File: config.mk
export PLATFORM = sky130hd
export DESIGN_NAME = spg_governor
export DESIGN_NICKNAME = d
export VERILOG_FILES = /design/src/spg_pkg.sv /design/src/spg_cmp_if.sv /design/src/spg_overload_det.sv /design/src/spg_governor.sv
export SDC_FILE = /design/constraint.sdc
export NUM_CORES = 1
export LEC_CHECK = 0
export BUFFER_PORTS_ARGS = -buffer_cell sky130_fd_sc_hd__buf_2
export CAP_MARGIN = 20
export CORE_MARGIN = 1.5
export CORE_UTILIZATION = 40
export CTS_CLUSTER_DIAMETER = 150
export DETAILED_ROUTE_END_ITERATION = 16
export GPL_TIMING_DRIVEN = 0
export PLACE_DENSITY = 0.58
export SYNTH_ARGS = -nofsm -noshare
export SYNTH_HDL_FRONTEND = slang
export SYNTH_SLANG_ARGS = --single-unit
File: constraint.sdc
create_clock -name ref_clk_i -period 9.3 [get_ports ref_clk_i]
set_input_delay 1.86 -clock ref_clk_i [delete_from_list [all_inputs] [get_ports ref_clk_i]]
set_output_delay 1.86 -clock ref_clk_i [all_outputs]
set_load 0.02 [all_outputs]
File: src/spg_pkg.sv
// package of constants and types for the stall prevention governor
package spg_pkg;
  localparam int FREQ_W = 16;
  localparam int MEAS_W = 16;
  localparam int LEVEL_W = 10;
  localparam logic [LEVEL_W-1:0] LEVEL_RESET = 10'h096;
  localparam logic [1:0] QSEL_TORQUE = 2'h1;
  localparam logic [1:0] QSEL_RESET = 2'h0;
  localparam int RAMP_PERIOD_US = 10;
  localparam int CLK_MHZ = 100;
  localparam int RAMP_CYCLES = RAMP_PERIOD_US * CLK_MHZ;
  localparam logic [FREQ_W-1:0] FREQ_STEP = 16'h0001;

  typedef enum logic [2:0] {
    SPG_IDLE = 3'b000,
    SPG_ACC = 3'b001,
    SPG_ACC_HOLD = 3'b010,
    SPG_CONST = 3'b011,
    SPG_CONST_DROP = 3'b100,
    SPG_DEC = 3'b101,
    SPG_DEC_HOLD = 3'b110
  } spg_state_e;
endpackage : spg_pkg

File: src/spg_cmp_if.sv
// interface carrying overload compare inputs and result
`timescale 1ns/100ps
interface spg_cmp_if;
  logic [spg_pkg::MEAS_W-1:0] current;
  logic [spg_pkg::MEAS_W-1:0] torque;
  logic [1:0] quantity_sel;
  logic [spg_pkg::LEVEL_W-1:0] level;
  logic overload;
  modport gov (output current, output torque, output quantity_sel, output level, input overload);
  modport det (input current, input torque, input quantity_sel, input level, output overload);
endinterface : spg_cmp_if

File: src/spg_overload_det.sv
// overload detector: selects monitored quantity, compares with level
`timescale 1ns/100ps
module spg_overload_det (
  input wire logic ref_clk_i,
  input wire logic rst_b_i,
  spg_cmp_if.det cmp
);
  logic [spg_pkg::MEAS_W-1:0] monitored;
  logic above;
  logic overload;
  // percent of rating, equality keeps the previous state
  assign monitored = (cmp.quantity_sel == spg_pkg::QSEL_TORQUE) ? cmp.torque : cmp.current; // RULE_02
  assign above = monitored > spg_pkg::MEAS_W'(cmp.level);
  assign cmp.overload = overload;

  always_ff @(posedge ref_clk_i or negedge rst_b_i) begin
    if (!rst_b_i) begin
      overload <= 1'b0;
    end else if (above) begin
      overload <= 1'b1; // RULE_01
    end else if (monitored < spg_pkg::MEAS_W'(cmp.level)) begin
      overload <= 1'b0; // RULE_01
    end
  end

  a_overload_sets: assert property (@(posedge ref_clk_i) disable iff (!rst_b_i) // RULE_01
    above |=> overload) else $error("overload not flagged");
  a_overload_clears: assert property (@(posedge ref_clk_i) disable iff (!rst_b_i) // RULE_01
    (monitored < spg_pkg::MEAS_W'(cmp.level)) |=> !overload) else $error("overload not cleared");
endmodule : spg_overload_det

File: src/spg_governor.sv
// stall prevention governor: ramps output frequency, holds or drops on overload
// Operation
// RULE_01: overload present while monitored quantity exceeds level, cleared once below it.
// RULE_02: quantity select equal to one monitors torque, otherwise current.
// RULE_03: accelerating with overload holds the output frequency.
// RULE_04: after overload clears, acceleration ramp resumes.
// RULE_05: constant speed with overload lowers the output frequency.
// RULE_06: after overload clears, frequency rises back to the set frequency.
// RULE_07: decelerating with overload holds the output frequency.
// RULE_08: after overload clears, deceleration ramp resumes.
// RULE_09: the warning never shuts off the drive output.
// RULE_10: level setting defaults to 150 percent after reset.
// RULE_11: warning indication shown while any hold or reduce action is in effect.
`timescale 1ns/100ps
module spg_governor #(
  parameter int FREQ_W = spg_pkg::FREQ_W,
  parameter int MEAS_W = spg_pkg::MEAS_W,
  parameter int RAMP_CYCLES = spg_pkg::RAMP_CYCLES
) (
  input wire logic ref_clk_i,
  input wire logic rst_b_i,
  input wire logic run_i,
  input wire logic [FREQ_W-1:0] set_freq_i,
  input wire logic [MEAS_W-1:0] output_current_i,
  input wire logic [MEAS_W-1:0] output_torque_i,
  input wire logic level_load_i,
  input wire logic [spg_pkg::LEVEL_W-1:0] stall_level_setting_i,
  input wire logic [1:0] stall_quantity_select_i,
  output logic [FREQ_W-1:0] out_freq_o,
  output logic output_enable_o,
  output logic stall_warning_indication_o
);
  spg_cmp_if cmp ();
  spg_pkg::spg_state_e state;
  spg_pkg::spg_state_e next_state;
  logic [spg_pkg::LEVEL_W-1:0] level;
  logic [1:0] qsel;
  logic [31:0] tick_cnt;
  logic tick;
  logic below_set;
  logic above_set;
  logic warn;
  logic [FREQ_W-1:0] freq;
  logic [FREQ_W-1:0] next_freq;
  logic acc_tick;
  logic dec_tick;
  logic drop_tick;
  logic at_set;

  function automatic logic [FREQ_W-1:0] step_up(input logic [FREQ_W-1:0] f, input logic [FREQ_W-1:0] lim);
    step_up = (f < lim) ? f + FREQ_W'(spg_pkg::FREQ_STEP) : lim;
  endfunction : step_up

  function automatic logic [FREQ_W-1:0] step_down(input logic [FREQ_W-1:0] f, input logic [FREQ_W-1:0] lim);
    step_down = (f > lim) ? f - FREQ_W'(spg_pkg::FREQ_STEP) : lim;
  endfunction : step_down

  // one decode for the warning, used on state and next_state alike
  function automatic logic stall_action(input spg_pkg::spg_state_e s);
    stall_action = (s == spg_pkg::SPG_ACC_HOLD) || (s == spg_pkg::SPG_DEC_HOLD)
      || (s == spg_pkg::SPG_CONST_DROP);
  endfunction : stall_action

  assign cmp.current = output_current_i;
  assign cmp.torque = output_torque_i;
  assign cmp.quantity_sel = qsel;
  assign cmp.level = level;

  spg_overload_det u_det (
    .ref_clk_i(ref_clk_i),
    .rst_b_i(rst_b_i),
    .cmp(cmp)
  );

  // settings are held so a glitch on the setting bus cannot shift the threshold
  always_ff @(posedge ref_clk_i or negedge rst_b_i) begin
    if (!rst_b_i) begin
      level <= spg_pkg::LEVEL_RESET; // RULE_10
      qsel <= spg_pkg::QSEL_RESET;
    end else if (level_load_i) begin
      level <= stall_level_setting_i;
      qsel <= stall_quantity_select_i;
    end
  end

  assign tick = (tick_cnt == 32'(RAMP_CYCLES - 1));
  always_ff @(posedge ref_clk_i or negedge rst_b_i) begin
    if (!rst_b_i) begin
      tick_cnt <= 32'h0;
    end else begin
      tick_cnt <= tick ? 32'h0 : tick_cnt + 32'h1;
    end
  end

  wire logic [FREQ_W-1:0] target = run_i ? set_freq_i : '0;
  assign below_set = freq < target;
  assign above_set = freq > target;
  assign at_set = !below_set && !above_set;
  assign acc_tick = (state == spg_pkg::SPG_ACC) && tick;
  assign dec_tick = (state == spg_pkg::SPG_DEC) && tick;
  assign drop_tick = (state == spg_pkg::SPG_CONST_DROP) && tick;

  always_comb begin
    next_state = state;
    case (state)
      spg_pkg::SPG_IDLE,
      spg_pkg::SPG_CONST: begin
        if (below_set) next_state = spg_pkg::SPG_ACC;
        else if (above_set) next_state = spg_pkg::SPG_DEC;
        else if (cmp.overload && freq != '0) next_state = spg_pkg::SPG_CONST_DROP; // RULE_05
        else if (freq == '0) next_state = spg_pkg::SPG_IDLE;
        else next_state = spg_pkg::SPG_CONST;
      end
      spg_pkg::SPG_ACC: begin
        if (cmp.overload) next_state = spg_pkg::SPG_ACC_HOLD; // RULE_03
        else if (!below_set) next_state = spg_pkg::SPG_CONST;
      end
      spg_pkg::SPG_ACC_HOLD: begin
        if (!cmp.overload) next_state = spg_pkg::SPG_ACC; // RULE_04
        else if (!below_set) next_state = spg_pkg::SPG_CONST;
      end
      spg_pkg::SPG_CONST_DROP: begin
        if (!cmp.overload) next_state = spg_pkg::SPG_ACC; // RULE_06
      end
      spg_pkg::SPG_DEC: begin
        if (cmp.overload) next_state = spg_pkg::SPG_DEC_HOLD; // RULE_07
        else if (!above_set) next_state = spg_pkg::SPG_CONST;
      end
      spg_pkg::SPG_DEC_HOLD: begin
        if (!cmp.overload) next_state = spg_pkg::SPG_DEC; // RULE_08
        else if (!above_set) next_state = spg_pkg::SPG_CONST;
      end
      default: next_state = spg_pkg::SPG_IDLE;
    endcase
  end

  always_comb begin
    next_freq = freq;
    case (state)
      spg_pkg::SPG_ACC: next_freq = tick ? step_up(freq, target) : freq; // RULE_04
      spg_pkg::SPG_DEC: next_freq = tick ? step_down(freq, target) : freq; // RULE_08
      spg_pkg::SPG_CONST_DROP: next_freq = tick ? step_down(freq, '0) : freq; // RULE_05
      spg_pkg::SPG_ACC_HOLD,
      spg_pkg::SPG_DEC_HOLD: next_freq = freq; // RULE_03 RULE_07
      default: next_freq = freq;
    endcase
  end

  always_ff @(posedge ref_clk_i or negedge rst_b_i) begin
    if (!rst_b_i) begin
      state <= spg_pkg::SPG_IDLE;
      freq <= '0;
    end else begin
      state <= next_state;
      freq <= next_freq;
    end
  end

  assign warn = stall_action(state); // RULE_11

  always_ff @(posedge ref_clk_i or negedge rst_b_i) begin
    if (!rst_b_i) begin
      out_freq_o <= '0;
      stall_warning_indication_o <= 1'b0;
      output_enable_o <= 1'b0;
    end else begin
      out_freq_o <= next_freq;
      stall_warning_indication_o <= stall_action(next_state); // RULE_11
      // warning has no say in the enable; output stays on while running
      output_enable_o <= run_i || (next_freq != '0); // RULE_09
    end
  end

  // holds are judged one edge on: the entry edge may still carry a ramp step
  a_acc_hold_freq: assert property (@(posedge ref_clk_i) disable iff (!rst_b_i) // RULE_03
    (state == spg_pkg::SPG_ACC_HOLD) |=> freq == $past(freq))
    else $error("frequency moved during acceleration hold");
  a_dec_hold_freq: assert property (@(posedge ref_clk_i) disable iff (!rst_b_i) // RULE_07
    (state == spg_pkg::SPG_DEC_HOLD) |=> freq == $past(freq))
    else $error("frequency moved during deceleration hold");
  a_hold_entry: assert property (@(posedge ref_clk_i) disable iff (!rst_b_i) // RULE_03
    (state == spg_pkg::SPG_ACC && cmp.overload) |=> state == spg_pkg::SPG_ACC_HOLD)
    else $error("acceleration not held on overload");
  a_dec_entry: assert property (@(posedge ref_clk_i) disable iff (!rst_b_i) // RULE_07
    (state == spg_pkg::SPG_DEC && cmp.overload) |=> state == spg_pkg::SPG_DEC_HOLD)
    else $error("deceleration not held on overload");
  a_drop_entry: assert property (@(posedge ref_clk_i) disable iff (!rst_b_i) // RULE_05
    (state == spg_pkg::SPG_CONST && cmp.overload && at_set && freq != '0) |=> state == spg_pkg::SPG_CONST_DROP)
    else $error("no drop entered at constant speed");
  a_drop_lowers: assert property (@(posedge ref_clk_i) disable iff (!rst_b_i) // RULE_05
    (drop_tick && freq != '0) |=> freq < $past(freq))
    else $error("no drop on overload");
  a_ramp_step: assert property (@(posedge ref_clk_i) disable iff (!rst_b_i) // RULE_04
    (acc_tick && below_set) |=> freq == $past(freq) + FREQ_W'(spg_pkg::FREQ_STEP))
    else $error("acceleration step missing");
  a_ramp_ceiling: assert property (@(posedge ref_clk_i) disable iff (!rst_b_i) // RULE_04
    acc_tick |=> freq <= $past(target))
    else $error("acceleration overshot the target");
  a_acc_resumes: assert property (@(posedge ref_clk_i) disable iff (!rst_b_i) // RULE_04
    (state == spg_pkg::SPG_ACC_HOLD && !cmp.overload) |=> state == spg_pkg::SPG_ACC)
    else $error("acceleration not resumed");
  a_dec_resumes: assert property (@(posedge ref_clk_i) disable iff (!rst_b_i) // RULE_08
    (state == spg_pkg::SPG_DEC_HOLD && !cmp.overload) |=> state == spg_pkg::SPG_DEC)
    else $error("deceleration not resumed");
  a_dec_floor: assert property (@(posedge ref_clk_i) disable iff (!rst_b_i) // RULE_08
    dec_tick |=> freq >= $past(target))
    else $error("deceleration undershot the target");
  a_const_recovers: assert property (@(posedge ref_clk_i) disable iff (!rst_b_i) // RULE_06
    (state == spg_pkg::SPG_CONST_DROP && !cmp.overload) |=> state == spg_pkg::SPG_ACC)
    else $error("no recovery to set value");
  a_warn_tracks: assert property (@(posedge ref_clk_i) disable iff (!rst_b_i) // RULE_11
    stall_warning_indication_o == warn)
    else $error("warning out of step with action");
  a_warn_rises: assert property (@(posedge ref_clk_i) disable iff (!rst_b_i) // RULE_11
    (state == spg_pkg::SPG_ACC && cmp.overload) |=> stall_warning_indication_o)
    else $error("warning missing on overload");
  a_warn_clears: assert property (@(posedge ref_clk_i) disable iff (!rst_b_i) // RULE_11
    (stall_warning_indication_o && !cmp.overload) |=> !stall_warning_indication_o)
    else $error("warning kept after overload cleared");
  a_output_kept: assert property (@(posedge ref_clk_i) disable iff (!rst_b_i) // RULE_09
    (stall_warning_indication_o && $past(run_i)) |-> output_enable_o)
    else $error("output shut off by warning");
  a_run_enables: assert property (@(posedge ref_clk_i) disable iff (!rst_b_i) // RULE_09
    run_i |=> output_enable_o)
    else $error("output off while running");
  a_level_default: assert property (@(posedge ref_clk_i) // RULE_10
    $rose(rst_b_i) |-> level == spg_pkg::LEVEL_RESET)
    else $error("level default wrong");
endmodule : spg_governor

# Yosys cells after proc, flatten, opt, wreduce, memory -nomap -nowiden
# Cells that the tools add are included.
[classes] addsub=3 n_mul=0 div_mod_pow=0 magnitude_cmp=5 n_eq_ne=11 shifts=0 muxes=24 bitwise_logic=0 n_reduce_logical=10
[op_table] op="$mux W16" count=8
[op_table] op="$pmux W16 S3" count=1
[op_table] op="$add A32 B1 Y32 const B" count=1
[op_table] op="$eq A32 B10 Y1 const B" count=1
[op_table] op="$mux W32" count=1
[op_table] op="$reduce_bool A16 Y1" count=2
[op_table] op="$mux W3" count=10
[op_table] op="$pmux W3 S6" count=1
[op_table] op="$add A16 B1 Y16 const B" count=1
[op_table] op="$gt A16 B1 Y1 const B" count=1
[op_table] op="$gt A16 B10 Y1" count=1
[op_table] op="$gt A16 B16 Y1" count=1
[op_table] op="$logic_not A16 Y1" count=1
[op_table] op="$lt A16 B10 Y1" count=1
[op_table] op="$lt A16 B16 Y1" count=1
[op_table] op="$sub A16 B1 Y16 const B" count=1
[op_table] op="$eq A3 B3 Y1 const B" count=5
[op_table] op="$eq A3 B2 Y1 const B" count=3
[op_table] op="$eq A3 B1 Y1 const B" count=1
[op_table] op="$logic_not A3 Y1" count=1
[op_table] op="$logic_or A1 B1 Y1" count=3
[op_table] op="$eq A2 B1 Y1 const B" count=1
[op_table] op="$mux W1" count=2
[op_table] op="$mux W2" count=1
[op_table] op="3 further kinds" count=3
[word_totals] regBits=66 latch_bits=0 mem_bits_rw=0 romBits=0 inputBits=64 out_inout_bits=18 elab_cells=61 mem_count=0

# Depth between registers and ports, before layout
# Gate-level depths: netlist (run 1).
[logic_depth] word_depth=9 depth_mapped=16 depth_no_buf=13

# Modules after synthesis
# A second synthesis (run 1) with hierarchy kept.
[hier_totals] cells_unflattened=542 hier_area_um2=4725.8
[modules_own_cells] mod="spg_governor" instances=1 cells_each=489 area_each_um2=4279.1 seq_area_each_um2=1631.6
[modules_own_cells] mod="spg_overload_det" instances=1 cells_each=53 area_each_um2=446.7 seq_area_each_um2=25.0

# Worst setup path after synthesis (run 1)
# Ideal clock, no wire load.
[synth_path] kind="input to register" startpoint="input port run_i" endpoint="register output_enable_o" setup_time_ns=0.139 t_arrival_ns=5.397 required_time_ns=9.161 path_slack_ns=3.764 stages=16 n_path_buf=4 cell_sequence="clkbuf_1 > buf_1 > nand2_1 > ha_1 > nand4_1 > nor4_1 > a21bo_2 > a31o_2 > buf_2 > a22oi_1 > buf_2 > o32ai_1 > a21oi_1 > o21ai_1 > or4_1 > or4_1"
[synth_via] elab_chain_len=7 elab_cells_between_ends=10 cone_classes="2 x order compare; 6 x mux; 2 x reduce/logical"
[synth_lines] item="start, declared" line="spg_governor.sv:22" rtl="input wire logic run_i,"
[synth_lines] item="$mux W16 (*)" line="spg_governor.sv:95" rtl="wire logic [FREQ_W-1:0] target = run_i ? set_freq_i : '0;"
[synth_lines] item="$gt A16 B16 Y1 or $lt A16 B16 Y1 (tied branches)" line="spg_governor.sv:55, spg_governor.sv:51"
[synth_lines] item="$mux W16, on equally long branches" line="spg_governor.sv:55, spg_governor.sv:51"
[synth_lines] item="$mux W16, on equally long branches" line="spg_governor.sv:141, spg_governor.sv:140"
[synth_lines] item="$pmux W16 S3 (*)" line="spg_governor.sv:139" rtl="case (state)"
[synth_lines] item="via next_freq[10]" line="spg_governor.sv:44" rtl="logic [FREQ_W-1:0] next_freq;"
[synth_lines] item="$reduce_bool A16 Y1 (*)" line="spg_governor.sv:170" rtl="output_enable_o <= run_i || (next_freq != '0);"
[synth_lines] item="$logic_or A1 B1 Y1 (*)" line="spg_governor.sv:170"
[synth_lines] item="end signal, assigned" line="spg_governor.sv:170"
[synth_lines] item="end, declared" line="spg_governor.sv:30" rtl="output logic output_enable_o,"
# Mark *: on every way through the listed nets, which the timed path passes. The rest lies on a longest branch.
# A chain may end at the register's enable or synchronous reset.

# Worst setup path after layout (run 1)
# Same ends and word-level chain as after synthesis.

==> run_summary.xml, run 1 <==
<?xml version="1.0" encoding="UTF-8"?>
<metrics>
  <group name="layout">
    <metric name="n_antenna_cell" unit="">0</metric>
    <metric name="syn2layout_area_growth" unit="%">19.5</metric>
    <metric name="n_fill_cell" unit="">1058</metric>
    <metric name="drive_above_1_share" unit="%">20.9</metric>
    <metric name="final_cells" unit="">761</metric>
    <metric name="final_util" unit="%">49.8</metric>
    <metric name="nets" unit="">709</metric>
  </group>
  <group name="timing">
    <metric name="worst_slew_pin_slew" unit="ns">0.869</metric>
    <metric name="holdWs" unit="ns">0.480</metric>
    <metric name="min_period" unit="ns">6.67</metric>
    <metric name="finalSetupTns" unit="ns">0</metric>
    <metric name="drv_slew" unit="">0</metric>
    <metric name="slew_headroom" unit="%">41.5</metric>
    <metric name="layout_setup_ws" unit="ns">2.63</metric>
    <metric name="layout_worst_path_cycle_share" unit="%">71.7</metric>
    <metric name="grt_setup_unrepaired" unit="">no</metric>
    <metric name="clock_skew" unit="ns">0.00618</metric>
    <metric name="fmax" unit="MHz">150</metric>
    <metric name="report.final.hold_viol_count" unit="">0</metric>
    <metric name="setup_viols_final" unit="">0</metric>
  </group>
  <group name="clocking">
    <metric name="insertion_delay_to_the_later_sink_of_the_worst_skew_pair" unit="ns">0.33</metric>
    <metric name="cts_buffer_depth" unit="">2</metric>
    <metric name="cts_max_level" unit="">3</metric>
    <metric name="cts_tree" unit="">done</metric>
    <metric name="root_buf_cell" unit="">sky130_fd_sc_hd__clkbuf_16</metric>
    <metric name="path_clk_slew" unit="ns">0.06</metric>
    <metric name="tritoncts.num_buffers" unit="">9</metric>
    <metric name="post_cts_hold_buffer_count" unit="">0</metric>
    <metric name="post_cts_resized" unit="">0</metric>
    <metric name="clock_sinks" unit="">66</metric>
    <metric name="cts_setup_buffers" unit="">0</metric>
  </group>
  <group name="detailed_routing">
    <metric name="drtIter0Drc" unit="">282</metric>
    <metric name="totalWireLength" unit="um">12500</metric>
    <metric name="route.vias.total" unit="">4396</metric>
    <metric name="antenna_left" unit="">0</metric>
    <metric name="avgViaCountPerCell" unit="">5.78</metric>
    <metric name="routedWlPerCell" unit="um">16.5</metric>
    <metric name="drc" unit="">0</metric>
    <metric name="detailedRoute.firstPassIterationCount" unit="">4</metric>
  </group>
  <group name="floorplanning">
    <metric name="core-area" unit="um2">11000</metric>
    <metric name="floorplan.die_area" unit="um2">12100</metric>
    <metric name="die_h" unit="um">110</metric>
    <metric name="top_level_ports" unit="">82</metric>
    <metric name="start_util" unit="%">41.7</metric>
    <metric name="placement_rows" unit="">38</metric>
    <metric name="die_outline_width" unit="um">110</metric>
  </group>
  <group name="global_route">
    <metric name="grt_overflow" unit="">0</metric>
    <metric name="grt_util_all_layers" unit="%">21.3</metric>
    <metric name="grt_pass1_vias" unit="">4076</metric>
    <metric name="maximum_number_of_pins_on_one_net_before_global_route_repair" unit="">67</metric>
    <metric name="wire_length_of_the_first_global_routing_pass" unit="um">19800</metric>
    <metric name="grt_antenna_before_repair" unit="">1</metric>
  </group>
  <group name="synth">
    <metric name="async_flop_share" unit="%">100</metric>
    <metric name="yosysTopAreaCell" unit="">sky130_fd_sc_hd__dfrtp_1</metric>
    <metric name="synthDistinctLibCells" unit="">64</metric>
    <metric name="mappedNetlistArea" unit="um2">4580</metric>
    <metric name="synth_seq_cells" unit="">66</metric>
    <metric name="yosysSeqAreaShare" unit="%">36.2</metric>
    <metric name="cells_after_synthesis" unit="">523</metric>
    <metric name="mean_post_synth_cell_area" unit="um2">8.76</metric>
    <metric name="synth-warning-count" unit="">0</metric>
    <metric name="fraction_of_post_synthesis_cell_area_in_the_top_cell_type_by_area" unit="%">33.9</metric>
    <metric name="yosys_most_used_dff" unit="">sky130_fd_sc_hd__dfrtp_1</metric>
    <metric name="synth_nets" unit="">616</metric>
    <metric name="ys_top_cells_by_area" unit="">sky130_fd_sc_hd__dfrtp_1 34%, sky130_fd_sc_hd__ha_1 7.9%, sky130_fd_sc_hd__nand2_1 5.0%</metric>
    <metric name="number_of_flops_mapped_to_enable_cells_by_yosys" unit="">0</metric>
  </group>
  <group name="setup_path">
    <metric name="critPathMostFrequentCell" unit="">sky130_fd_sc_hd__nand4_1</metric>
    <metric name="cpPeakStageDelay" unit="ns">0.59</metric>
    <metric name="worstSetupPathType" unit="">input port to register</metric>
    <metric name="worst-path-buf-inv" unit="">4</metric>
    <metric name="worst_path_max_delay_cell" unit="">sky130_fd_sc_hd__nor4_1</metric>
    <metric name="worst_setup_path_end_kind" unit="">register</metric>
    <metric name="cp_max_fo" unit="">10</metric>
    <metric name="critical_path_required" unit="ns">9.50</metric>
    <metric name="critPathLaunchType" unit="">input port</metric>
    <metric name="critical_path.cell_chain" unit="">clkbuf_1 -&gt; buf_1 -&gt; nand2_1 -&gt; ha_1 -&gt; nand4_1 -&gt; nor4_1 -&gt; and4_1 -&gt; a31o_2 -&gt; buf_2 -&gt; o21ai_0 -&gt; clkbuf_1 -&gt; nand4_1 -&gt; o211ai_1 -&gt; nor4_1 -&gt; nand4_1 -&gt; or4_1</metric>
    <metric name="critical-path-top-delay-family" unit="">simple AND/OR/NAND/NOR gates</metric>
    <metric name="data_arrival_time_of_the_critical_path" unit="ns">6.87</metric>
  </group>
  <group name="worst_hold_path">
    <metric name="min_path_type" unit="">register to register</metric>
  </group>
  <group name="placement">
    <metric name="placed_cells_incl_taps" unit="">744</metric>
    <metric name="dpl_worst_slack" unit="ns">2.43</metric>
    <metric name="post-dp-hpwl" unit="um">9360</metric>
    <metric name="place.port_buffers" unit="">80</metric>
    <metric name="gp_routability_congestion" unit="">0.848</metric>
  </group>
  <group name="power">
    <metric name="leakage" unit="uW">0.00236</metric>
    <metric name="ir_worst_vdd" unit="mV">0.0843</metric>
    <metric name="p_per_area" unit="nW/um2">164</metric>
  </group>
  <group name="run_status">
    <metric name="status" unit="">finished, final reports clean</metric>
  </group>
  <group name="run">
    <metric name="maxCapViolations" unit="">0</metric>
  </group>
</metrics>
layer usage:
metal / track usage, % / part of all wire, %
met1: 28.1 / 45
met3: 4.82 / 5.2
met4: 8.26 / 2.3
met2: 33.9 / 47
met5: 0 / 0.10
layout make-up:
class	instances	area (um2)	area share, %
Tap cell	140	175	3.20
Sequential cell	66	1660	30.3
Clock buffer	12	256	4.69
Timing Repair Buffer	82	413	7.54
Buffer	21	92.6	1.69
Multi-Input combinational cell	419	2770	50.5
Clock inverter	4	50.0	0.914
Inverter	17	63.8	1.17
final timing paths:
kind                       depth (start not counted)              end  slack, ns      startpoint
setup / recovery                                  16  output_enable_o       2.63           run_i
hold / removal                                     1      tick_cnt[9]       0.48     tick_cnt[9]
setup reg to reg                                  13  output_enable_o       4.87  out_freq_o[13]
hold reg to reg                                    1      tick_cnt[9]       0.48     tick_cnt[9]
max in group asynchronous                          1      tick_cnt[3]       7.10         rst_b_i
min in group asynchronous                          1    out_freq_o[5]       1.62         rst_b_i
logic make-up after synthesis:
| family | Yosys count | share of synthesized area (%) |
|---|---|---|
| AO/OA/AOI/OAI | 102 | 15.0 |
| XOR/XNOR | 40 | 7.65 |
| adder cells (fa/ha/maj) | 30 | 8.14 |
| buffers and inverters | 38 | 3.42 |
| flip-flops | 66 | 36.2 |
| multiplexers | 14 | 3.39 |
| AND/OR/NAND/NOR | 233 | 26.3 |
Yosys cell counts (all sizes together) (4+ instances only):
library cell   n
a21oi         18
dfrtp         62
or3            4
nor2b          8
nor3          23
dfstp          4
nand4         25
mux2          12
and3           6
a2bb2oi        4
nand3         22
or4            5
nor2          40
and2           8
nor4          18
o211ai         6
a31oi          5
xor2          17
o21ai         31
clkbuf        14
buf            7
nand2         62
ha            29
xnor2         23
o221ai         8
inv           17
registers in the layout (all words and copies together), names as in the netlist:
name	flops
cmp.level	10
tick_cnt	32
state	3
out_freq_o	16
u_det.cmp.overload	1
cmp.quantity_sel	2
output_enable_o	1
stall_warning_indication_o	1
power by group:
part	internal [uW]	switching [uW]
registers	303	5.91
logic	87.2	152
clock network	222	125
total	612	283
placed cells by master, fill, tap and decap left out, types with 6 or more instances in the layout:
master,synthesis,final
sky130_fd_sc_hd__ha_1,29,29
sky130_fd_sc_hd__and2_1,7,7
sky130_fd_sc_hd__o21ai_0,30,30
sky130_fd_sc_hd__nand4_1,25,25
sky130_fd_sc_hd__nand2_1,61,61
sky130_fd_sc_hd__and3_1,6,6
sky130_fd_sc_hd__nor4_1,17,17
sky130_fd_sc_hd__o211ai_1,6,6
sky130_fd_sc_hd__nand3_1,21,21
sky130_fd_sc_hd__xnor2_1,23,23
sky130_fd_sc_hd__nor2b_1,8,8
sky130_fd_sc_hd__dfrtp_1,62,62
sky130_fd_sc_hd__clkbuf_1,14,15
sky130_fd_sc_hd__nor2_1,40,40
sky130_fd_sc_hd__o221ai_1,8,8
sky130_fd_sc_hd__a21oi_1,17,17
sky130_fd_sc_hd__buf_2,5,86
sky130_fd_sc_hd__mux2_2,12,12
sky130_fd_sc_hd__nor3_1,23,23
sky130_fd_sc_hd__inv_1,17,17
sky130_fd_sc_hd__xor2_1,17,17
sky130_fd_sc_hd__clkbuf_16,0,9
stage by stage:
stage,cell area [um2],power (uW)
2_1_floorplan,4580,476
3_3_place_gp,5150,547
3_5_place_dp,5160,550
4_1_cts,5470,901
5_1_grt,5470,943
6_report,5470,895
No activity file was read; power rests on OpenSTA's default activity.
==> run 2: changes to the inputs <==
PLACE_DENSITY = 0.61   (was 0.58)
clock period = 5.4 ns   (was 9.3 ns; I/O delays follow)
==> run 2 against run 1 <==
  * Cell area up 1.1%
  * Sequential cell count stayed put
  * Clock skew hardly changed
  * Critical path depth unchanged
  * Via count down 1.0%
  * Largest power group unchanged
  * Combinational power up 72%
  * Die area stayed put
  * Largest cell class unchanged
  * Critical endpoint unchanged
  * First-iteration DRC count fell by 10%
==> run_summary.xml, run 2 (synthesized netlist as in run 1, its figures left out) <==
<?xml version="1.0" encoding="UTF-8"?>
<metrics>
  <group name="setup_path">
    <metric name="critical_path.cell_chain" unit="">clkbuf_2 -&gt; buf_2 -&gt; nand2_1 -&gt; ha_1 -&gt; nand4_1 -&gt; nor2_1 -&gt; nor3_1 -&gt; a31o_2 -&gt; buf_2 -&gt; o21ai_0 -&gt; clkbuf_1 -&gt; o21ai_0 -&gt; o221ai_1 -&gt; nor4_1 -&gt; nand4_1 -&gt; or4_1</metric>
    <metric name="worstSetupPathType" unit="">input port to register</metric>
    <metric name="reg2reg_setup_slack" unit="ns">1.14</metric>
    <metric name="worst-path-buf-inv" unit="">4</metric>
    <metric name="worst_r2r_endpoint" unit="">output_enable_o</metric>
    <metric name="worst-r2r-cell-count" unit="">13</metric>
    <metric name="worst_setup_path_end_kind" unit="">register</metric>
    <metric name="data_arrival_time_of_the_critical_path" unit="ns">5.38</metric>
    <metric name="cp_max_fo" unit="">10</metric>
    <metric name="critical_path_required" unit="ns">5.60</metric>
    <metric name="critical-path-top-delay-family" unit="">simple AND/OR/NAND/NOR gates</metric>
    <metric name="worst_path_max_delay_cell" unit="">sky130_fd_sc_hd__nor3_1</metric>
    <metric name="cpPeakStageDelay" unit="ns">0.58</metric>
    <metric name="r2r_start" unit="">out_freq_o[13]</metric>
    <metric name="critPathLaunchType" unit="">input port</metric>
  </group>
  <group name="worst_hold_path">
    <metric name="min_path_type" unit="">register to register</metric>
    <metric name="hold_path_depth" unit="">1</metric>
    <metric name="min_to" unit="">tick_cnt[31]</metric>
    <metric name="worst_min_delay_path_startpoint" unit="">tick_cnt[31]</metric>
  </group>
  <group name="detailed_routing">
    <metric name="detailedRoute.firstPassIterationCount" unit="">4</metric>
    <metric name="totalWireLength" unit="um">12300</metric>
    <metric name="avgViaCountPerCell" unit="">5.73</metric>
    <metric name="drtIter0Drc" unit="">253</metric>
    <metric name="route.vias.total" unit="">4351</metric>
    <metric name="routedWlPerCell" unit="um">16.1</metric>
    <metric name="antenna_left" unit="">0</metric>
    <metric name="drc" unit="">0</metric>
  </group>
  <group name="clocking">
    <metric name="clock_sinks" unit="">66</metric>
    <metric name="cts_setup_buffers" unit="">0</metric>
    <metric name="root_buf_cell" unit="">sky130_fd_sc_hd__clkbuf_16</metric>
    <metric name="cts_buffer_depth" unit="">2</metric>
    <metric name="post_cts_hold_buffer_count" unit="">0</metric>
    <metric name="tritoncts.num_buffers" unit="">9</metric>
    <metric name="cts_tree" unit="">done</metric>
    <metric name="cts_max_level" unit="">3</metric>
    <metric name="insertion_delay_to_the_later_sink_of_the_worst_skew_pair" unit="ns">0.33</metric>
    <metric name="path_clk_slew" unit="ns">0.06</metric>
  </group>
  <group name="placement">
    <metric name="place.port_buffers" unit="">80</metric>
    <metric name="post-dp-hpwl" unit="um">9060</metric>
    <metric name="gp_routability_congestion" unit="">0.872</metric>
  </group>
  <group name="power">
    <metric name="power.switching" unit="uW">500</metric>
    <metric name="netSwitchingFraction" unit="%">30.5</metric>
    <metric name="power.share.clock" unit="%">42.4</metric>
    <metric name="seq_power_share" unit="%">32.5</metric>
    <metric name="ir_worst_vdd" unit="mV">0.141</metric>
    <metric name="combPwrFrac" unit="%">25.1</metric>
    <metric name="internal_dissipation" unit="uW">1140</metric>
    <metric name="p_per_area" unit="nW/um2">296</metric>
    <metric name="leakage" unit="uW">0.00239</metric>
  </group>
  <group name="global_route">
    <metric name="grt_antenna_before_repair" unit="">0</metric>
    <metric name="grt_pass1_vias" unit="">4177</metric>
    <metric name="grt_overflow" unit="">0</metric>
    <metric name="grt_util_all_layers" unit="%">21.3</metric>
    <metric name="maximum_number_of_pins_on_one_net_before_global_route_repair" unit="">67</metric>
    <metric name="wire_length_of_the_first_global_routing_pass" unit="um">19900</metric>
  </group>
  <group name="timing">
    <metric name="drv_slew" unit="">0</metric>
    <metric name="setup_viols_final" unit="">0</metric>
    <metric name="holdWs" unit="ns">0.482</metric>
    <metric name="finalSetupTns" unit="ns">0</metric>
    <metric name="layout_worst_path_cycle_share" unit="%">95.9</metric>
    <metric name="clock_skew" unit="ns">0.00613</metric>
    <metric name="min_period" unit="ns">5.18</metric>
    <metric name="fmax" unit="MHz">193</metric>
    <metric name="report.final.hold_viol_count" unit="">0</metric>
    <metric name="slew_headroom" unit="%">30.7</metric>
    <metric name="worst_slew_pin_slew" unit="ns">1.03</metric>
  </group>
  <group name="layout">
    <metric name="largest_register" unit="">tick_cnt</metric>
    <metric name="reg.largest.list" unit="">tick_cnt (32), out_freq_o (16), cmp.level (10)</metric>
    <metric name="layout.cells.most_common_list" unit="">86 x sky130_fd_sc_hd__buf_2, 62 x sky130_fd_sc_hd__dfrtp_1, 61 x sky130_fd_sc_hd__nand2_1</metric>
    <metric name="area_of_the_multi_input_gates" unit="um2">2790</metric>
    <metric name="n_antenna_cell" unit="">0</metric>
    <metric name="n_fill_cell" unit="">1047</metric>
    <metric name="syn2layout_area_growth" unit="%">20.9</metric>
    <metric name="regArea" unit="um2">1660</metric>
    <metric name="nets" unit="">708</metric>
    <metric name="drive_above_1_share" unit="%">21.6</metric>
    <metric name="mostFrequentLayoutCell" unit="">sky130_fd_sc_hd__buf_2</metric>
    <metric name="largest_reg_flops" unit="">32</metric>
  </group>
  <group name="floorplanning">
    <metric name="placement_rows" unit="">38</metric>
    <metric name="core-area" unit="um2">11000</metric>
    <metric name="die_outline_width" unit="um">110</metric>
    <metric name="floorplan.die_area" unit="um2">12100</metric>
    <metric name="start_util" unit="%">41.7</metric>
    <metric name="top_level_ports" unit="">82</metric>
    <metric name="die_h" unit="um">110</metric>
  </group>
  <group name="run_status">
    <metric name="status" unit="">finished, final reports clean</metric>
  </group>
  <group name="run">
    <metric name="maxCapViolations" unit="">0</metric>
  </group>
</metrics>
-- run 2: timing repair --
| item | 4_1_cts | 5_1_grt |
|---|---|---|
| gates resized for setup | 2 | 4 |
| pin swaps | 0 | 0 |
| setup endpoints to repair | 1 | 1 |
-- run 2: power groups by stage --
| stage | registers (uW) | clock network, uW | logic [uW] |
|---|---|---|---|
| floorplan | 546 | 0 | 274 |
| global placement | 541 | 0 | 398 |
| detailed placement | 541 | 0 | 401 |
| CTS | 533 | 710 | 406 |
| global route | 536 | 730 | 455 |
| finish | 532 | 694 | 411 |
-- run 2: metal layers --
metal / vias up / GRT usage, % / wire, um
li1: 2128 / - / -
met1: 2037 / 27.7 / 5580
met2: 153 / 34.4 / 5610
met3: 33 / 4.53 / 715
met4: 0 / 9.00 / 361
met5: - / 0 / 0
-- run 2: worst max path at each step --
stage / start / to / slack (ns) / cells after the start
2_1_floorplan: run_i / output_enable_o / 0.64 / 16
3_3_place_gp: run_i / output_enable_o / -0.57 / 16
3_5_place_dp: run_i / output_enable_o / -0.58 / 16
4_1_cts: run_i / output_enable_o / 0.08 / 16
5_1_grt: run_i / output_enable_o / -0.01 / 16
6_report: run_i / output_enable_o / 0.22 / 16
-- run 2: final cells by class --
cell class	instances	area share (%)
clock buffer	10	4.32
sequential	66	29.9
multi-input combinational	419	50.3
timing repair buffer	81	7.37
buffer	21	1.72
tap	140	3.16
inverter	17	1.15
clock inverter	6	2.03
-- run 2: stage by stage --
| step | util [%] | std cells | worst slack (ns) | power [uW] | instance area [um2] |
|---|---|---|---|---|---|
| after global placement | 46.9 | 743 | -0.572 | 939 | 5150 |
| after detailed placement | 47.0 | 744 | -0.576 | 943 | 5160 |
| after floorplan | - | 523 | 0.644 | 820 | 4580 |
| after global routing | 50.4 | 760 | -0.00984 | 1720 | 5540 |
| final | 50.4 | 760 | 0.223 | 1640 | 5540 |
| after CTS | 50.3 | 760 | 0.0825 | 1650 | 5520 |
